### src/verilog/homing_defs.svh
`ifndef HOMING_DEFS_SVH
`define HOMING_DEFS_SVH

// Register byte addresses
`define HM_ADDR_CTRL     8'h00
`define HM_ADDR_VEL      8'h04
`define HM_ADDR_PRESET   8'h08
`define HM_ADDR_DIFUNC   8'h0C
`define HM_ADDR_SOURCE   8'h10
`define HM_ADDR_STATUS   8'h14
`define HM_ADDR_CODES    8'h18
`define HM_ADDR_REFPOS   8'h1C
`define HM_ADDR_CAPPOS   8'h20

// Control register fields
`define HM_CTRL_EXEC_LIMIT   0
`define HM_CTRL_EXEC_INDEX   1
`define HM_CTRL_LIMIT_POS    2
`define HM_CTRL_EDGE_FALL    3
`define HM_CTRL_INDEX_POS    4

// Status register field bases: one group per step, then the homing and position loop flags and the state
`define HM_ST_LIMIT      0
`define HM_ST_INDEX      8
`define HM_ST_HOMING     16
`define HM_ST_POSLOOP    17
`define HM_ST_STATE      18

// Digital input function codes for a limit switch
`define HM_FN_POS_RISE   4'hC
`define HM_FN_POS_FALL   4'hD
`define HM_FN_NEG_RISE   4'hE
`define HM_FN_NEG_FALL   4'hF

// Step error codes (decimal values 60 61 67 69 71 76 77)
`define HM_ERR_NONE      8'h00
`define HM_ERR_SLOW      8'h3C
`define HM_ERR_FAST      8'h3D
`define HM_ERR_DISABLED  8'h43
`define HM_ERR_STOPPING  8'h45
`define HM_ERR_SOURCE    8'h47
`define HM_ERR_STATE     8'h4C
`define HM_ERR_NOSWITCH  8'h4D

`define HM_SOURCE_PROGRAM 4'h4

// Permitted speed window
`define HM_VEL_MIN       16'h0001
`define HM_VEL_MAX       16'h0BB8

// Reset values
`define HM_RST_VEL       16'h0064
`define HM_RST_DIFUNC    12'h000
`define HM_RST_SOURCE    4'h0
`define HM_RST_WORD      32'h0000_0000

`endif

### src/verilog/homing_pkg.sv
package homing_pkg;

  typedef enum logic [2:0] {
    IDLE       = 3'h0,
    LEAVE      = 3'h1,
    LEAVE_STOP = 3'h3,
    SEEK       = 3'h2,
    HIT_STOP   = 3'h6,
    RETURN     = 3'h7
  } state_t;

endpackage : homing_pkg

### src/verilog/homing_switch_and_index_search.sv
// Chosen here: register access over Avalon-MM and the register offsets.
`timescale 1ns/100ps
`default_nettype none
`include "homing_defs.svh"

module homing_switch_and_index_search
  import homing_pkg::*;
(
  input  wire logic        clk,
  input  wire logic        resetn,
  input  wire logic [7:0]  address,
  input  wire logic        read,
  input  wire logic        write,
  input  wire logic [31:0] writedata,
  output var  logic [31:0] readdata,
  output var  logic        waitrequest,
  input  wire logic [2:0]  digitalIn,
  input  wire logic        indexPulse,
  input  wire logic        driveDisabled,
  input  wire logic        driveStopping,
  input  wire logic        otherMotion,
  input  wire logic        abortIn,
  input  wire logic        homingExit,
  input  wire logic [31:0] actualPosition,
  input  wire logic        motionIdle,
  output var  logic        jogRun,
  output var  logic        jogDir,
  output var  logic        posRun,
  output var  logic [31:0] posTarget,
  output var  logic [15:0] speed,
  output var  logic        hardStop,
  output var  logic        positionLoop,
  output var  logic        axisHoming,
  output var  logic [31:0] refPosition
);

  // Software-written configuration
  logic        execLimit;
  logic        execIndex;
  logic        limitDirPos;
  logic        edgeFalling;
  logic        indexDirPos;
  logic [15:0] velocity;
  logic [31:0] presetPos;
  logic [11:0] diFunc;
  logic [3:0]  ctrlSource;

  // Execute edge detection
  logic        prevExecLimit;
  logic        prevExecIndex;
  logic        startLimit;
  logic        startIndex;

  // Per-step status, index 0 limit search, index 1 index search
  logic [1:0]  busy;
  logic [1:0]  done;
  logic [1:0]  aborted;
  logic [1:0]  errFlag;
  logic [7:0]  errCode [2];
  logic [1:0]  execVec;

  // Captured arguments of the running step
  logic        runStep;
  logic        runDirPos;
  logic        runEdgeFalling;
  logic [1:0]  runSel;
  logic [31:0] runPreset;
  logic [31:0] capturePos;
  state_t      state;

  // Synchronised pins
  logic [2:0]  diLevel;
  logic        indexLevel;
  logic        prevIndex;
  logic        prevSelActive;
  logic        selActive;
  logic        selEdge;
  logic        indexEdge;

  // Start qualification
  logic [3:0]  wantCode;
  logic        found;
  logic [1:0]  foundSel;
  logic [7:0]  commonCode;
  logic [7:0]  codeLimit;
  logic [7:0]  codeIndex;
  logic        acceptLimit;
  logic        acceptIndex;
  logic        refuseLimit;
  logic        refuseIndex;
  logic        accept;
  logic        newStep;
  logic        abortNow;
  logic        finish;
  logic        startActive;
  logic        wrEn;
  logic [31:0] rdMux;

  pin_sync #(
    .WIDTH (4)
  ) u_pin_sync (
    .clk    (clk),
    .resetn (resetn),
    .pinIn  ({indexPulse, digitalIn}),
    .level  ({indexLevel, diLevel})
  );

  assign execVec    = {execIndex, execLimit};
  assign startLimit = execLimit & ~prevExecLimit;
  assign startIndex = execIndex & ~prevExecIndex;

  always_comb begin
    if (limitDirPos) begin
      wantCode = edgeFalling ? `HM_FN_POS_FALL : `HM_FN_POS_RISE;
    end else begin
      wantCode = edgeFalling ? `HM_FN_NEG_FALL : `HM_FN_NEG_RISE;
    end
    found    = 1'b0;
    foundSel = 2'b00;
    // Scan downwards so the lowest matching input wins
    for (int i = 2; i >= 0; i--) begin
      if (diFunc[i*4 +: 4] == wantCode) begin
        found    = 1'b1;
        foundSel = 2'(i);
      end
    end
  end

  always_comb begin
    if (velocity < `HM_VEL_MIN) begin
      commonCode = `HM_ERR_SLOW;
    end else if (velocity > `HM_VEL_MAX) begin
      commonCode = `HM_ERR_FAST;
    end else if (driveDisabled) begin
      commonCode = `HM_ERR_DISABLED;
    end else if (driveStopping) begin
      commonCode = `HM_ERR_STOPPING;
    end else if (ctrlSource != `HM_SOURCE_PROGRAM) begin
      commonCode = `HM_ERR_SOURCE;
    end else if (otherMotion) begin
      commonCode = `HM_ERR_STATE;
    end else begin
      commonCode = `HM_ERR_NONE;
    end
    codeIndex = commonCode;
    if (commonCode == `HM_ERR_NONE && !found) begin
      codeLimit = `HM_ERR_NOSWITCH;
    end else begin
      codeLimit = commonCode;
    end
  end

  // A limit edge in the same cycle as an index edge takes precedence
  assign acceptLimit = startLimit & (codeLimit == `HM_ERR_NONE);
  assign refuseLimit = startLimit & (codeLimit != `HM_ERR_NONE);
  assign acceptIndex = startIndex & ~startLimit & (codeIndex == `HM_ERR_NONE);
  assign refuseIndex = startIndex & ~startLimit & (codeIndex != `HM_ERR_NONE);
  assign accept      = acceptLimit | acceptIndex;
  assign newStep     = ~acceptLimit;
  assign abortNow    = busy[runStep] & (abortIn | accept);

  assign startActive = diLevel[foundSel] ^ edgeFalling;
  assign selActive   = diLevel[runSel] ^ runEdgeFalling;
  assign selEdge     = selActive & ~prevSelActive;
  assign indexEdge   = indexLevel & ~prevIndex;
  assign finish      = (state == RETURN) & motionIdle & (actualPosition == capturePos);

  always_ff @(posedge clk or negedge resetn) begin
    if (!resetn) begin
      prevExecLimit <= 1'b0;
      prevExecIndex <= 1'b0;
      prevIndex     <= 1'b0;
    end else begin
      prevExecLimit <= execLimit;
      prevExecIndex <= execIndex;
      prevIndex     <= indexLevel;
    end
  end

  // Search sequencer
  always_ff @(posedge clk or negedge resetn) begin
    if (!resetn) begin
      state          <= IDLE;
      runStep        <= 1'b0;
      runDirPos      <= 1'b0;
      runEdgeFalling <= 1'b0;
      runSel         <= 2'b00;
      runPreset      <= `HM_RST_WORD;
      capturePos     <= `HM_RST_WORD;
      prevSelActive  <= 1'b0;
      jogRun         <= 1'b0;
      jogDir         <= 1'b0;
      posRun         <= 1'b0;
      posTarget      <= `HM_RST_WORD;
      speed          <= `HM_RST_VEL;
      hardStop       <= 1'b0;
    end else if (accept) begin
      runStep        <= newStep;
      runDirPos      <= newStep ? indexDirPos : limitDirPos;
      runEdgeFalling <= edgeFalling;
      runSel         <= foundSel;
      runPreset      <= presetPos;
      speed          <= velocity;
      posRun         <= 1'b0;
      hardStop       <= 1'b0;
      jogRun         <= 1'b1;
      prevSelActive  <= startActive;
      if (!newStep && startActive) begin
        jogDir <= ~limitDirPos;
        state  <= LEAVE;
      end else begin
        jogDir <= newStep ? indexDirPos : limitDirPos;
        state  <= SEEK;
      end
    end else if (abortIn) begin
      state    <= IDLE;
      jogRun   <= 1'b0;
      posRun   <= 1'b0;
      hardStop <= 1'b0;
    end else begin
      prevSelActive <= selActive;
      unique case (state)
        IDLE: begin
        end
        LEAVE: begin
          if (!selActive) begin
            jogRun <= 1'b0;
            state  <= LEAVE_STOP;
          end
        end
        LEAVE_STOP: begin
          if (motionIdle) begin
            jogRun <= 1'b1;
            jogDir <= runDirPos;
            state  <= SEEK;
          end
        end
        SEEK: begin
          if (runStep ? indexEdge : selEdge) begin
            capturePos <= actualPosition;
            jogRun     <= 1'b0;
            hardStop   <= ~runStep;
            state      <= HIT_STOP;
          end
        end
        HIT_STOP: begin
          if (motionIdle) begin
            hardStop  <= 1'b0;
            posRun    <= 1'b1;
            posTarget <= capturePos;
            state     <= RETURN;
          end
        end
        RETURN: begin
          if (finish) begin
            posRun <= 1'b0;
            state  <= IDLE;
          end
        end
      endcase
    end
  end

  // Per-step handshake outputs
  always_ff @(posedge clk or negedge resetn) begin
    if (!resetn) begin
      busy       <= 2'b00;
      done       <= 2'b00;
      aborted    <= 2'b00;
      errFlag    <= 2'b00;
      errCode[0] <= `HM_ERR_NONE;
      errCode[1] <= `HM_ERR_NONE;
    end else begin
      for (int s = 0; s < 2; s++) begin
        aborted[s] <= abortNow & (runStep == 1'(s));
        if (accept && newStep == 1'(s)) begin
          busy[s]    <= 1'b1;
          done[s]    <= 1'b0;
          errFlag[s] <= 1'b0;
          errCode[s] <= `HM_ERR_NONE;
        end else begin
          if ((finish || abortNow) && runStep == 1'(s)) begin
            busy[s] <= 1'b0;
          end
          if (finish && runStep == 1'(s)) begin
            done[s] <= 1'b1;
          end else begin
            done[s] <= done[s] & execVec[s];
          end
          errFlag[s] <= errFlag[s] & execVec[s];
        end
      end
      if (refuseLimit) begin
        errFlag[0] <= 1'b1;
        errCode[0] <= codeLimit;
        done[0]    <= 1'b0;
      end
      if (refuseIndex) begin
        errFlag[1] <= 1'b1;
        errCode[1] <= codeIndex;
        done[1]    <= 1'b0;
      end
    end
  end

  // Axis state, loop mode and reference position
  always_ff @(posedge clk or negedge resetn) begin
    if (!resetn) begin
      positionLoop <= 1'b0;
      axisHoming   <= 1'b0;
      refPosition  <= `HM_RST_WORD;
    end else begin
      if (accept) begin
        positionLoop <= 1'b1;
        axisHoming   <= 1'b1;
      end else if (finish && runStep) begin
        axisHoming   <= 1'b0;
      end else if (homingExit) begin
        axisHoming   <= 1'b0;
      end
      if (!accept && finish && runStep) begin
        refPosition <= runPreset;
      end
    end
  end

  // Avalon-MM slave: one wait cycle, then a single answer cycle
  assign wrEn = write & ~waitrequest;

  always_comb begin
    rdMux = `HM_RST_WORD;
    unique case (address)
      `HM_ADDR_CTRL: begin
        rdMux[`HM_CTRL_EXEC_LIMIT] = execLimit;
        rdMux[`HM_CTRL_EXEC_INDEX] = execIndex;
        rdMux[`HM_CTRL_LIMIT_POS]  = limitDirPos;
        rdMux[`HM_CTRL_EDGE_FALL]  = edgeFalling;
        rdMux[`HM_CTRL_INDEX_POS]  = indexDirPos;
      end
      `HM_ADDR_VEL:    rdMux[15:0] = velocity;
      `HM_ADDR_PRESET: rdMux = presetPos;
      `HM_ADDR_DIFUNC: rdMux[11:0] = diFunc;
      `HM_ADDR_SOURCE: rdMux[3:0] = ctrlSource;
      `HM_ADDR_STATUS: begin
        rdMux[`HM_ST_LIMIT +: 5] = {errFlag[0], aborted[0], done[0], busy[0], busy[0]};
        rdMux[`HM_ST_INDEX +: 5] = {errFlag[1], aborted[1], done[1], busy[1], busy[1]};
        rdMux[`HM_ST_HOMING]     = axisHoming;
        rdMux[`HM_ST_POSLOOP]    = positionLoop;
        rdMux[`HM_ST_STATE +: 3] = state;
      end
      `HM_ADDR_CODES:  rdMux[15:0] = {errCode[1], errCode[0]};
      `HM_ADDR_REFPOS: rdMux = refPosition;
      `HM_ADDR_CAPPOS: rdMux = capturePos;
      default:         rdMux = `HM_RST_WORD;
    endcase
  end

  always_ff @(posedge clk or negedge resetn) begin
    if (!resetn) begin
      waitrequest <= 1'b1;
      readdata    <= `HM_RST_WORD;
    end else if (waitrequest && (read || write)) begin
      waitrequest <= 1'b0;
      readdata    <= rdMux;
    end else begin
      waitrequest <= 1'b1;
    end
  end

  always_ff @(posedge clk or negedge resetn) begin
    if (!resetn) begin
      execLimit   <= 1'b0;
      execIndex   <= 1'b0;
      limitDirPos <= 1'b0;
      edgeFalling <= 1'b0;
      indexDirPos <= 1'b0;
      velocity    <= `HM_RST_VEL;
      presetPos   <= `HM_RST_WORD;
      diFunc      <= `HM_RST_DIFUNC;
      ctrlSource  <= `HM_RST_SOURCE;
    end else if (wrEn) begin
      unique case (address)
        `HM_ADDR_CTRL: begin
          execLimit   <= writedata[`HM_CTRL_EXEC_LIMIT];
          execIndex   <= writedata[`HM_CTRL_EXEC_INDEX];
          limitDirPos <= writedata[`HM_CTRL_LIMIT_POS];
          edgeFalling <= writedata[`HM_CTRL_EDGE_FALL];
          indexDirPos <= writedata[`HM_CTRL_INDEX_POS];
        end
        `HM_ADDR_VEL:    velocity   <= writedata[15:0];
        `HM_ADDR_PRESET: presetPos  <= writedata;
        `HM_ADDR_DIFUNC: diFunc     <= writedata[11:0];
        `HM_ADDR_SOURCE: ctrlSource <= writedata[3:0];
        default: begin
        end
      endcase
    end
  end

endmodule : homing_switch_and_index_search

`default_nettype wire

### src/verilog/pin_sync.sv
`timescale 1ns/100ps
`default_nettype none

module pin_sync #(
  parameter int WIDTH = 1
) (
  input  wire logic             clk,
  input  wire logic             resetn,
  input  wire logic [WIDTH-1:0] pinIn,
  output var  logic [WIDTH-1:0] level
);

  logic [WIDTH-1:0] stage1;
  logic [WIDTH-1:0] stage2;
  logic [WIDTH-1:0] stage3;
  logic [WIDTH-1:0] agree;

  assign agree = ~(stage2 ^ stage3);

  always_ff @(posedge clk or negedge resetn) begin
    if (!resetn) begin
      stage1 <= '0;
      stage2 <= '0;
      stage3 <= '0;
      level  <= '0;
    end else begin
      stage1 <= pinIn;
      stage2 <= stage1;
      stage3 <= stage2;
      // Accept a new level only once the last two stages agree
      level  <= (agree & stage3) | (~agree & level);
    end
  end

endmodule : pin_sync

`default_nettype wire
### config.mk
export PLATFORM = sky130hd
export DESIGN_NAME = homing_switch_and_index_search
export DESIGN_NICKNAME = d
export VERILOG_FILES = /design/src/verilog/homing_pkg.sv /design/src/verilog/homing_switch_and_index_search.sv /design/src/verilog/pin_sync.sv
export VERILOG_INCLUDE_DIRS = /design/src /design/src/verilog
export SDC_FILE = /design/constraint.sdc
export NUM_CORES = 1
export LEC_CHECK = 0
export ABC_AREA = 0
export BUFFER_PORTS_ARGS = -buffer_cell sky130_fd_sc_hd__buf_4
export CAP_MARGIN = 10
export CORE_MARGIN = 2
export CORE_UTILIZATION = 35
export CTS_CLUSTER_DIAMETER = 30
export DETAILED_ROUTE_END_ITERATION = 10
export PLACE_DENSITY = 0.52
export SLEW_MARGIN = 10
export SYNTH_ARGS = -nofsm -noshare
export SYNTH_HDL_FRONTEND = slang
export SYNTH_SLANG_ARGS = --single-unit
export TNS_END_PERCENT = 50
### constraint.sdc
create_clock -name clk -period 4.8 [get_ports clk]
set_clock_uncertainty 0.15 [all_clocks]
set_input_delay 0.72 -clock clk [delete_from_list [all_inputs] [get_ports clk]]
set_output_delay 0.72 -clock clk [all_outputs]
set_load 0.005 [all_outputs]
==> run metrics <==
status finished, violations left; failing checks negative hold slack; total power 9.53 mW; via count of the first global-routing pass ~9800; DRC 0; Area contributors post-synth dfrtp_1 (56%), mux2_2 (11%), nand2_1 (5.8%); die area 0.0390 mm^2; Layout Nets 1410; Slew Limit Fails 0; hpwl dp between 20000 and 30000 um; Crit Path Max Fanout 56; Finish-stage setup viols 0; final-layout fill cell count 3332; max incr delay on CP 0.62 ns; Reg2Reg Setup Slack 0.83 ns; CTS tree done; Initial Util 35.7%; M2 GR Usage ~33%; Worst setup EP type flop; mean post-synth cell area 12.0 um^2; synthesized cell area 0.0131 mm^2; GRT busiest layer met2; initial antenna violation count 0; r2r endpoint state[2]; # clock sinks 300; Max Cap Viol 0; final antenna diode count 0; Post-synth ARST share 100%; Core Box Area 0.0367 mm^2; total gr overflow 0; Worst-path clk slew 0.04 ns; main flop type after synthesis dfrtp_1; critical path, cell by cell nor4b_1 > or4b_4 > a2111oi_4 > and3_2 > buf_4 > nor2_1 > o21ai_0 > mux2_2; most common cell after layout, fill and taps aside dfrtp_1; Worst EP arrival 4.27 ns; H-tree depth 3; crit share post-route 82.7%; Layout area overhead 36.2%; CP max-delay cell nor4b_1; reg2reg path depth 8; Post-CTS Setup Bufs 0; Seq/Total Area, Yosys 57.4%; worst slew pin tran 1.18 ns; PostCTS Resize Cnt 0; GR Layer Usage met3 4.35%; synth unique cells 67; Worst Path Class, Setup flop to flop; setup_tns 0 ns; CP Data Required Time 5.10 ns; RSZ-0062 raised after global routing false; Post-synth EDFFs 0; row count 70; flops & latches, synth 300; final hold slack -0.0192 ns; Die Y 197 um; Lkg Pwr roughly 8.8 nW; first-pass GRT wire length 63100 um; post-route ant nets 0; Max Freq 252 MHz; headroom to the max-slew limit 21.3%; VDD IR max 0.000418 V; RePlAce Congestion 0.906; routed vias slightly below 10000; Non-Filler Instances 1850; launch point of the worst reg-to-reg path ctrlSource[1]; crit path time final 3.97 ns; Worst Hold Class input pin to async pin; num ports 205; placed cell count 1717; largest net degree at the start of global routing 119; GR Layer Usage met1 31.5%; Num CTS Buffers between 70 and 80; latest clock arrival within the worst-skew pair 0.57 ns; drt total wl 42200 um; CTS max path bufs 3; synthesized net count 1173; drt pass-1 iters 6; Post-Syn Instances 1087; Hold Fails Final Rpt 8; crit path launch type flop; clock root cell clkbuf_16; drt via density ~5.3; DRT iter0 DRCs a little over 700; overall routing resource usage 21.9%; most frequent cells in the layout dfrtp_1 (293), buf_4 (218), nand2_1 (202), mux2_2 (130), clkbuf_16 (77); layout cell share with drive strength beyond 1 approximately two fifths; # port buffers just over 200; hold buffers post-CTS 0; Yosys top cell area share 56.0%; Synth warnings 0; cell accounting for the most synthesized area dfrtp_1; Chip Width 197 um; Avg WL per Cell 22.8 um; pwr dens 535 mW/mm^2
==> synthesized netlist by cell type, drive strengths merged (4+ instances only) <==
cell    instances
a211oi          4
a21o           16
a21oi          28
a222oi         24
a22oi          16
a31oi           9
and3            8
and4b           4
buf            20
clkbuf         40
dfrtp         293
dfstp           7
inv             7
maj3            4
mux2          175
mux2i           9
nand2         202
nand2b          5
nand3          11
nand4           9
nor2           33
nor2b          10
nor3           12
nor4           10
nor4b           4
o21ai          37
o22ai           4
or3             4
xnor2          19
xor2           22
==> how the worst max path moves through the flow <==
stage          slack (ns)  cells past startpoint           to          start
6_report             0.83                      8     state[2]  ctrlSource[1]
5_1_grt              0.59                      8     state[2]  ctrlSource[1]
4_1_cts              0.82                      8     state[2]  ctrlSource[1]
3_5_place_dp         0.92                      8     state[2]  ctrlSource[1]
3_3_place_gp         1.05                      8     state[2]  ctrlSource[1]
2_1_floorplan        1.73                      7  velocity[0]     address[2]
==> sequential cells by signal (all words and copies together), names as in the netlist, 12 cells and up, named ones only <==
name         count
refPosition     32
capturePos      32
posTarget       32
errCode         12
runPreset       32
diFunc          12
readdata        32
speed           16
presetPos       32
velocity        16
==> worst max-delay path, delay by kind of cell (launching register included) <==
family                 cells  cell delay, ns
buffers and inverters      1            0.59
AND/OR/NAND/NOR            4            1.77
flip-flops                 1            0.41
AO/OA/AOI/OAI              2            0.54
multiplexers               1            0.39
==> per-stage QoR <==
step                utilization (%)  worst slack (ns)  instance area [um^2]
floorplan                         -              1.73                 13100
finish                         48.6             0.829                 17800
global route                   48.6             0.585                 17800
CTS                            48.6             0.818                 17800
detailed placement             41.3             0.921                 15100
global placement               41.3              1.05                 15100
==> routing by layer <==
metal  part of all wire (%)  vias up
met4                    2.4        0
met5                      0        -
met3                    6.2       69
met1                     47     5045
li1                       -     4391
met2                     45      369
==> cell families (layout without fill, tap and decap cells) <==
| logic type | after synthesis | after routing | synth area share (%) |
|---|---|---|---|
| compound gates | 162 | 162 | 8.83 |
| xor+xnor | 42 | 42 | 2.92 |
| fa+ha+maj | 4 | 4 | 0.306 |
| buf+inv | 67 | 362 | 2.26 |
| flops | 300 | 300 | 57.4 |
| mux | 184 | 184 | 16.6 |
| simple gates | 328 | 328 | 11.7 |
==> where the power goes <==
part	switching (mW)	internal (mW)	leakage, nW
Combinational	0.424	0.578	3.48
Sequential	0.389	2.84	4.00
Clock	1.51	3.80	1.32
Total	2.32	7.21	8.80
==> area by class of cell <==
class | instances | area, um^2 | area share (%)
sequential | 300 | 7520 | 42.2
multi-input combinational | 720 | 5300 | 29.7
clock buffer | 99 | 2180 | 12.2
timing repair buffer | 222 | 1710 | 9.60
tap | 468 | 586 | 3.28
clock inverter | 34 | 505 | 2.84
inverter | 7 | 26.3 | 0.147
Note: power is estimated with default switching activity, not from simulation.
